File: src/irpc_pkg.sv
// ****************************************************************
// Register map, field encodings and carriers of the pin block.
// ****************************************************************
package irpc_pkg;

    // ****************************************************************
    // Register indices; the byte address is four times the index.
    // ****************************************************************
    localparam logic [7:0] IRPC_IDX_PIN_A_CTRL = 8'h53;
    localparam logic [7:0] IRPC_IDX_PIN_B_CTRL = 8'h54;
    localparam logic [7:0] IRPC_IDX_HOLD_MODE = 8'h55;
    localparam logic [7:0] IRPC_IDX_ROUTE_A = 8'h56;
    localparam logic [7:0] IRPC_IDX_ROUTE_B = 8'h57;
    localparam logic [7:0] IRPC_IDX_STATUS = 8'h5A;

    // Byte address layout on the bus.
    localparam int IRPC_ADR_W = 10;
    localparam int IRPC_IDX_LSB = 2;
    localparam int IRPC_IDX_W = 8;
    localparam int IRPC_NUM_PINS = 2;

    // Writable bits of each register; the rest read as zero.
    localparam logic [7:0] IRPC_MASK_PIN_CTRL = 8'h1F;
    localparam logic [7:0] IRPC_MASK_ROUTE = 8'hEE;
    localparam logic [7:0] IRPC_RESET_VAL = 8'h00;

    // Status register field positions.
    localparam int IRPC_ST_LATCH_LSB = 0;
    localparam int IRPC_ST_SEEN_LSB = 2;

    // Field encodings.
    localparam logic IRPC_TRIG_LEVEL = 1'b0;
    localparam logic IRPC_TRIG_EDGE = 1'b1;
    localparam logic IRPC_POL_LOW = 1'b0;
    localparam logic IRPC_POL_HIGH = 1'b1;
    localparam logic IRPC_DRIVE_PUSH_PULL = 1'b0;
    localparam logic IRPC_DRIVE_OPEN_DRAIN = 1'b1;
    localparam logic IRPC_HOLD_NONE = 1'b0;
    localparam logic IRPC_HOLD_PERMANENT = 1'b1;

    // Pin control register layout, shared by both pins.
    typedef struct packed {
        logic [2:0] rsvd;
        logic input_en;
        logic output_en;
        logic drive_style;
        logic polarity;
        logic trigger;
    } irpc_pin_ctrl_t;

    // Feature events, laid out like the routing registers.
    typedef struct packed {
        logic error;
        logic any_no_motion;
        logic wakeup;
        logic rsvd4;
        logic wrist_tilt;
        logic activity;
        logic step_counter;
        logic rsvd0;
    } irpc_events_t;

endpackage

File: src/irpc_pin.sv
`timescale 1ns/100ps
// ****************************************************************
// One interrupt pin: output drive and input sensing.
// ****************************************************************
module irpc_pin
    import irpc_pkg::*;
(
    input wire logic clk,
    input wire logic srst,
    input irpc_pin_ctrl_t ctrl,
    input wire logic want,
    input wire logic pin_in,
    output logic pin_out,
    output logic pin_oe_n,
    output logic in_event
);

    typedef struct packed {
        logic out;
        logic oe_n;
        logic prev_active;
        logic event_q;
    } irpc_pin_state_t;

    irpc_pin_state_t st;
    irpc_pin_state_t next_st;
    logic level;
    logic in_active;

    // Output drive and input sensing; all outputs come from flops.
    always_comb begin
        next_st = st;
        level = (ctrl.polarity == IRPC_POL_HIGH) ? want : ~want;
        if (!ctrl.output_en) begin
            next_st.out = 1'b0;
            next_st.oe_n = 1'b1;
        end else if (ctrl.drive_style == IRPC_DRIVE_OPEN_DRAIN) begin
            // Only the low level is driven; the high level is left to the pull resistor.
            next_st.out = 1'b0;
            next_st.oe_n = level;
        end else begin
            next_st.out = level;
            next_st.oe_n = 1'b0;
        end
        in_active = (pin_in == ctrl.polarity);
        // The previous level follows even while disabled, so enabling gives no false edge.
        next_st.prev_active = in_active;
        next_st.event_q = ctrl.input_en && in_active &&
                          ((ctrl.trigger == IRPC_TRIG_LEVEL) || !st.prev_active);
    end

    // State register.
    always_ff @(posedge clk) begin
        if (srst) begin
            st <= '{out: 1'b0, oe_n: 1'b1, prev_active: 1'b0, event_q: 1'b0};
        end else begin
            st <= next_st;
        end
    end

    assign pin_out = st.out;
    assign pin_oe_n = st.oe_n;
    assign in_event = st.event_q;

endmodule // irpc_pin

File: src/irpc_top.sv
`timescale 1ns/100ps
// How it works
// - Pin input trigger field 0 senses by level, 1 senses by transition.
// - Polarity field 0 drives the pin active low, 1 active high.
// - Drive style field 0 is push-pull, 1 is open drain.
// - The pin is driven only while its output enable bit is set.
// - The pin input reports events only while its input enable bit is set; its level is tracked always.
// - Pin b has its own control register with identical fields.
// - Hold mode bit 0 is non-latched, 1 latched; only writable bit.
// - Pin a routing register bits 1,2,3,5,6,7 route events; 0,4 reserved.
// - Pin b routing register has identical layout, independent of pin a.
// - Routing bit 1 routes the step-counter event.
// - Routing bit 2 routes the activity-class event.
// - Routing bit 3 routes wrist tilt, bit 5 routes wake-up.
// - Routing bit 6 routes any-motion or no-motion detection.
// - Routing bit 7 routes the error event.
// - All control, mode and routing registers reset to zero.
module irpc_top
    import irpc_pkg::*;
#(
    parameter int ADR_W = IRPC_ADR_W
) (
    input wire logic clk,
    input wire logic srst,
    input wire logic wb_cyc_i,
    input wire logic wb_stb_i,
    input wire logic wb_we_i,
    input wire logic [ADR_W-1:0] wb_adr_i,
    input wire logic [3:0] wb_sel_i,
    input wire logic [31:0] wb_dat_i,
    output logic [31:0] wb_dat_o,
    output logic wb_ack_o,
    input irpc_events_t events,
    input wire logic [IRPC_NUM_PINS-1:0] pin_in,
    output logic [IRPC_NUM_PINS-1:0] pin_out,
    output logic [IRPC_NUM_PINS-1:0] pin_oe_n,
    output logic [IRPC_NUM_PINS-1:0] pin_in_event
);

    // ****************************************************************
    // Elaboration checks
    // ****************************************************************
    if (ADR_W < IRPC_ADR_W) begin : g_bad_adr
        $error("Address bus too narrow for the register map.");
    end

    // ****************************************************************
    // State
    // ****************************************************************
    typedef struct packed {
        irpc_pin_ctrl_t [IRPC_NUM_PINS-1:0] ctrl;
        logic [IRPC_NUM_PINS-1:0][7:0] route;
        logic hold;
        logic [IRPC_NUM_PINS-1:0] latched;
        logic [IRPC_NUM_PINS-1:0] seen;
        logic ack;
        logic [31:0] dat;
    } irpc_top_state_t;

    irpc_top_state_t st;
    irpc_top_state_t next_st;
    logic [IRPC_IDX_W-1:0] idx;
    logic wr;
    logic [7:0] rd;
    logic [IRPC_NUM_PINS-1:0] hit;
    logic [IRPC_NUM_PINS-1:0] want;
    logic [IRPC_NUM_PINS-1:0] in_event;

    assign idx = wb_adr_i[IRPC_IDX_LSB +: IRPC_IDX_W];

    // ****************************************************************
    // Bus slave, register file and interrupt combining
    // ****************************************************************
    // A write lands on the edge where the master sees ack, so it takes effect exactly once.
    always_comb begin
        next_st = st;
        next_st.ack = wb_cyc_i && wb_stb_i && !st.ack;
        wr = wb_cyc_i && wb_stb_i && wb_we_i && st.ack && wb_sel_i[0];
        // Read mux; unmapped indices answer with zero.
        rd = 8'h00;
        if (idx == IRPC_IDX_PIN_A_CTRL) begin
            rd = st.ctrl[0];
        end else if (idx == IRPC_IDX_PIN_B_CTRL) begin
            rd = st.ctrl[1];
        end else if (idx == IRPC_IDX_HOLD_MODE) begin
            rd = {7'h00, st.hold};
        end else if (idx == IRPC_IDX_ROUTE_A) begin
            rd = st.route[0];
        end else if (idx == IRPC_IDX_ROUTE_B) begin
            rd = st.route[1];
        end else if (idx == IRPC_IDX_STATUS) begin
            rd = {4'h0, st.seen, st.latched};
        end
        next_st.dat = (next_st.ack && !wb_we_i) ? {24'h000000, rd} : 32'h00000000;
        // Register writes; reserved bits are masked off.
        if (wr) begin
            if (idx == IRPC_IDX_PIN_A_CTRL) begin
                next_st.ctrl[0] = wb_dat_i[7:0] & IRPC_MASK_PIN_CTRL;
            end else if (idx == IRPC_IDX_PIN_B_CTRL) begin
                next_st.ctrl[1] = wb_dat_i[7:0] & IRPC_MASK_PIN_CTRL;
            end else if (idx == IRPC_IDX_HOLD_MODE) begin
                next_st.hold = wb_dat_i[0];
            end else if (idx == IRPC_IDX_ROUTE_A) begin
                next_st.route[0] = wb_dat_i[7:0] & IRPC_MASK_ROUTE;
            end else if (idx == IRPC_IDX_ROUTE_B) begin
                next_st.route[1] = wb_dat_i[7:0] & IRPC_MASK_ROUTE;
            end
        end
        // Per-pin combining and sticky flags; a set in the clearing cycle wins.
        for (int p = 0; p < IRPC_NUM_PINS; p++) begin
            hit[p] = |(st.route[p] & events & IRPC_MASK_ROUTE);
            want[p] = hit[p] || (st.hold && st.latched[p]);
            if (st.hold == IRPC_HOLD_NONE) begin
                next_st.latched[p] = 1'b0;
            end else begin
                if (wr && idx == IRPC_IDX_STATUS && wb_dat_i[IRPC_ST_LATCH_LSB + p]) begin
                    next_st.latched[p] = 1'b0;
                end
                if (hit[p]) begin
                    next_st.latched[p] = 1'b1;
                end
            end
            if (wr && idx == IRPC_IDX_STATUS && wb_dat_i[IRPC_ST_SEEN_LSB + p]) begin
                next_st.seen[p] = 1'b0;
            end
            if (in_event[p]) begin
                next_st.seen[p] = 1'b1;
            end
        end
    end

    // State register; everything software sees starts at zero.
    always_ff @(posedge clk) begin
        if (srst) begin
            st <= '0;
        end else begin
            st <= next_st;
        end
    end

    assign wb_ack_o = st.ack;
    assign wb_dat_o = st.dat;
    assign pin_in_event = in_event;

    // ****************************************************************
    // Pin drivers
    // ****************************************************************
    for (genvar g = 0; g < IRPC_NUM_PINS; g++) begin : g_pin
        irpc_pin u_pin (
            .clk(clk),
            .srst(srst),
            .ctrl(st.ctrl[g]),
            .want(want[g]),
            .pin_in(pin_in[g]),
            .pin_out(pin_out[g]),
            .pin_oe_n(pin_oe_n[g]),
            .in_event(in_event[g])
        );
    end
endmodule // irpc_top

File: config.mk
export PLATFORM = sky130hd
export DESIGN_NAME = irpc_top
export DESIGN_NICKNAME = d
export VERILOG_FILES = /design/src/irpc_pkg.sv /design/src/irpc_pin.sv /design/src/irpc_top.sv
export SDC_FILE = /design/constraint.sdc
export NUM_CORES = 1
export LEC_CHECK = 0
export BUFFER_PORTS_ARGS = -buffer_cell sky130_fd_sc_hd__buf_2
export CAP_MARGIN = 15
export CELL_PAD_IN_SITES_DETAIL_PLACEMENT = 1
export CELL_PAD_IN_SITES_GLOBAL_PLACEMENT = 2
export CORE_ASPECT_RATIO = 0.9
export CORE_UTILIZATION = 30
export DETAILED_ROUTE_END_ITERATION = 6
export GPL_ROUTABILITY_DRIVEN = 0
export PLACE_DENSITY_LB_ADDON = 0.1
export SYNTH_ARGS = -nofsm -noshare
export SYNTH_HDL_FRONTEND = slang
export SYNTH_SLANG_ARGS = --single-unit
File: constraint.sdc
create_clock -name clk -period 2.9 [get_ports clk]
set_input_delay 0 -clock clk [delete_from_list [all_inputs] [get_ports clk]]
set_output_delay 0 -clock clk [all_outputs]
set_load 0.1 [all_outputs]
[After elaboration in Yosys (flattened, before gate mapping)]
Index checks and enable logic that the tools add are counted.
Cells by class
  eq/ne operators: 8
  bitwise operators: 14
  muxes and demuxes: 18
  reduce and logical (&&, ||, !) cells: 42
Operators with widths (number)
  8-bit by 7-bit == test with 1-bit output, second input constant: 6
  8-bit two-way mux: 5
  1-bit logical AND: 17
  8-bit AND: 2
  1-bit two-way mux: 12
  1-bit NOT: 12
  6-bit OR reduction: 2
  2-bit nonzero test: 4
  2-bit OR reduction: 4
  6-bit AND reduction: 1
  3-bit OR reduction: 2
  5-bit AND reduction: 1
  1-bit logical NOT: 4
  1-bit logical OR: 4
  4-bit two-way mux: 1
  4-bit AND reduction: 1
  3-bit AND reduction: 1
  1-bit == test: 2
  2-bit AND reduction: 1
Storage, ports and cells
  register bits: 68
  logic and storage cells: 110
  input port bits: 61

[Longest topological paths before layout]
  word-level depth: 8
  depth in mapped cells: 6

[Hierarchy]
Synthesis repeated with hierarchy kept, for this count alone.
Unflattened totals
  cells, all modules: 240
  area total of the unflattened synthesis: 2213.4 um2
By module, submodules not included
  irpc_top: cells each 214, area an instance 1928.1 um2, sequential area each 720.7 um2, instances 1
  irpc_pin: cells each 13, area an instance 142.6 um2, sequential area each 80.1 um2, instances 2

[Worst setup path before layout]
Ideal clock, no wire load.
  kind: register to register
  start point: reg st, in the netlist wb_ack_o
  end point: reg st[62] (netlist bit)
  clock period less this slack: 1.974 ns
  arrival time: 1.846 ns
  path slack: 0.926 ns
  stages on the path, launching flop included: 6
  buffers on the path: 1
  path through: dfxtp_1 > and3_1 > buf_2 > nand4_2 > mux2i_1 > nor2_1
On the way
  word-level cells in the longest chain between the ends: 3
RTL lines
  from (decl): RTL line irpc_top.sv:60  | irpc_top_state_t st;
  from (signal assigned): RTL line irpc_top.sv:137  | st <= next_st;
  1-bit logical AND (2 in series): RTL line irpc_top.sv:78  | wr = wb_cyc_i && wb_stb_i && wb_we_i && st.ack && wb_sel_i[0];
  3-bit AND reduction (no line)
Every way passes these cells.
A chain may end at the register's enable or synchronous reset.

[Worst setup path in the final report]
  start point: reg st, in the netlist wb_ack_o
  end point: reg st[66] (netlist bit)
The elaborated chain is that of the path after synthesis.

==> flow_summary.toml <==
[outcome]
status = "complete, no violations"

[synthesis]
syn_area_um2 = 2360
synth-seq-area-share_pct = 37.3
synth-main-ff-cell = "dfxtp_1"
synthMuxAreaShare_pct = 11.5
synth_compound_area_share_pct = 9.81
yosysUniqueCellTypes = 45
synthSimpleGateAreaFrac_pct = 23.8
ys_warn_count = 0
synthCells = 244
synth_edf_count = 0
async_reset_ff_share_pct = 0
synth_xor_area_share_pct = 1.49
synth.avg_cell_area_um2 = 9.67
ys_ff_latch = 44
synth_top_family_by_area = "simple AND/OR/NAND/NOR gates"
synth-adder-area-share_pct = 0

[global_route]
grt_antenna_before_repair = 0
grt_max_degree = 33
grtUsageTotal_pct = 15.4
grt_pass1_vias = 1751
grt_pass1_wl_um = 9360
overflow = 0

[sta]
finalCritPeriodShare_pct = 54.8
tns_ns = 0
fmax_mhz = 629
timing.final.crit_period_ns = 1.59
relSlewSlack_pct = 56.6
final_max_slew_viol_count = 0
finalSetupViolations = 0
setup_ws_ns = 1.31
hold_viol = 0
worst_slew_pin_slew_ns = 0.651
rsz0062_at_grt = "no"
hold_slack_ns = 0.0158
fin_worst_skew_ns = 0.00823

[clock_network]
cts_tree = "done"
root_buffer = "clkbuf_8"
clk_pin_slew_worst_paths_ns = 0.08
htree_levels = 2
cts_num_sinks = 44
clock_latency_ns = 0.29
cts_buffer_depth = 2
cts_buffers = 5
cts_resized = 0
post_cts_buffers = 0
ctsHoldBuffers = 8

[layout]
n_antenna_cell = 0
fin_nets = 339
final_cell_area_um2 = 2600
synthToLayoutAreaGrowth_pct = 10.1
fillCellCount = 904
seqCellArea_um2 = 881
multi_input_area_um2 = 1190
drive_gt1_share_pct = 23.7

[floorplanning]
core_um2 = 7580
dieWidth_um = 95.5
top_level_ports = 100
die-area_um2 = 8220
start_util_pct = 31.1
num_rows = 30
die_y_um = 86.1

[pwr]
p_sw_share_pct = 33.0
intPower_mw = 0.810
combPwrFrac_pct = 18.8
p_leak_nw = 1.28
clkPwrFrac_pct = 31.0
p_per_area_nw_per_um2 = 466
p_seq_share_pct = 50.1
netSwitchingPower_mw = 0.400
ir_worst_vdd_uv = 168

[job]
cap_violations = 0

[placed_design]
pre_cts_ws_ns = 1.19
placed_cell_area_um2 = 2430
hpwl_um = 4510
numPortBuffers = 44

[drt]
wirelength_um = 5960
route.detailed.wl_per_inst_um = 15.9
via_per_inst = 4.69
drcViolationCount = 0
antenna_left = 0
vias = 1757
drt_iter0_markers = 75
dr.pass1.iters = 4

[worst_setup_path]
crit_family = "simple AND/OR/NAND/NOR gates"
crit_path_max_incr_delay_ns = 0.39
cp.buffers_inverters = 0
critPathLaunchType = "flop"
crit_chain = "and3_1 -> nand4_2 -> mux2i_1 -> nor2_1"
rrSetupSlack_ns = 1.31
cp_slowest_cell = "dfxtp_1"
critPathArrivalTime_ns = 1.75
critPathKind = "reg2reg"
crit_required_ns = 3.06
critPathCaptureType = "flop"
crit_fanout = 5

[hold_path]
hp-class = "in2reg"
==> final timing paths <==
kind,startpoint,endpoint,cells past startpoint
min,wb_stb_i,wb_ack_o,3
max reg2reg,wb_ack_o,st[66],4
max,wb_ack_o,st[66],4
min reg2reg,g_pin[1].u_pin.in_event,st[34],2
==> synth_stat cells (4+ instances only) <==
master / n / area, um^2
a21oi_1: 5 / 25.0
a22oi_1: 8 / 60.1
and3_1: 4 / 25.0
buf_4: 38 / 285
buf_6: 4 / 45.0
dfxtp_1: 44 / 881
inv_1: 5 / 18.8
mux2i_1: 27 / 270
nand2_1: 6 / 22.5
nand2b_1: 7 / 43.8
nand4_1: 4 / 25.0
nor2_1: 30 / 113
nor3_1: 4 / 20.0
o21ai_0: 4 / 20.0
o32ai_1: 4 / 35.0
xor2_1: 4 / 35.0
==> through the flow <==
step | std cells | power (mW) | utilization [%]
2_1_floorplan | 267 | 0.830 | -
3_3_place_gp | 359 | 0.841 | 32.0
4_1_cts | 375 | 1.23 | 34.2
5_1_grt | 375 | 1.27 | 34.2
6_report | 375 | 1.21 | 34.2
3_5_place_dp | 359 | 0.840 | 32.0
==> layer usage <==
layer	track usage [%]	share of wire, %	vias to the layer above
met1	21.6	51	832
met5	0	0	-
met3	3.63	4.1	6
met4	4.34	1.4	0
met2	23.4	44	46
li1	-	-	873
==> state kept, by name, summed over array words and instances (netlist names) <==
| name | cells |
|---|---|
| g_pin.u_pin.in_event | 2 |
| g_pin.u_pin.st | 2 |
| wb_dat_o | 8 |
| g_pin.u_pin.pin_out | 2 |
| wb_ack_o | 1 |
| g_pin.u_pin.pin_oe_n | 2 |
| st | 27 |
==> power groups by stage <==
stage                     clock [mW]  combinational, mW  sequential (mW)
after floorplan                    0              0.206            0.625
after global placement             0              0.220            0.621
after detailed placement           0              0.220            0.621
after CTS                      0.394              0.228            0.607
after global routing           0.419              0.238            0.607
final                          0.376              0.228            0.606
==> placed cells by master (no fill, tap or decap), types with 2 or more instances in the layout <==
cell / synthesis / layout
clkbuf_8: 0 / 5
nor2_1: 30 / 30
mux2i_1: 27 / 27
dfxtp_1: 44 / 44
a222oi_1: 2 / 2
o32ai_1: 4 / 4
and4bb_2: 2 / 2
a221oi_1: 2 / 2
conb_1: 1 / 24
a311oi_1: 2 / 2
and3b_1: 2 / 2
a22oi_1: 8 / 8
nand2_1: 6 / 6
nand4_1: 4 / 4
dlygate4sd3_1: 0 / 8
inv_1: 5 / 5
o21ai_0: 4 / 4
nand2b_1: 7 / 7
nor3_1: 4 / 4
nand3_1: 2 / 2
o311a_1: 3 / 3
nand4_4: 2 / 2
buf_2: 3 / 44
a21oi_1: 5 / 5
nor3b_1: 3 / 3
xor2_1: 4 / 4
and3_1: 4 / 4
clkinv_2: 0 / 2
nand4_2: 2 / 2
nor2b_1: 2 / 2
==> worst reg2reg max path, stage by stage, from the launching register on <==
cell	delay, ns
dfxtp_1	0.39
and3_1	0.38
nand4_2	0.37
mux2i_1	0.28
nor2_1	0.05
==> cells by family (layout without fill, tap and decap cells) <==
family,after synthesis,after routing
AND/OR/NAND/NOR,84,84
XOR/XNOR,4,4
flip-flops,44,44
AO/OA/AOI/OAI,31,31
buffers and inverters,53,65
multiplexers,27,27
other,1,24
==> layout make-up <==
type	instances	area share, %
Multi-Input combinational cell	170	45.8
Sequential cell	44	33.9
Timing Repair Buffer	52	11.6
Tap cell	96	4.63
Clock buffer	5	2.65
Clock inverter	3	0.723
Inverter	5	0.723
(Power assumes the default switching activity.)
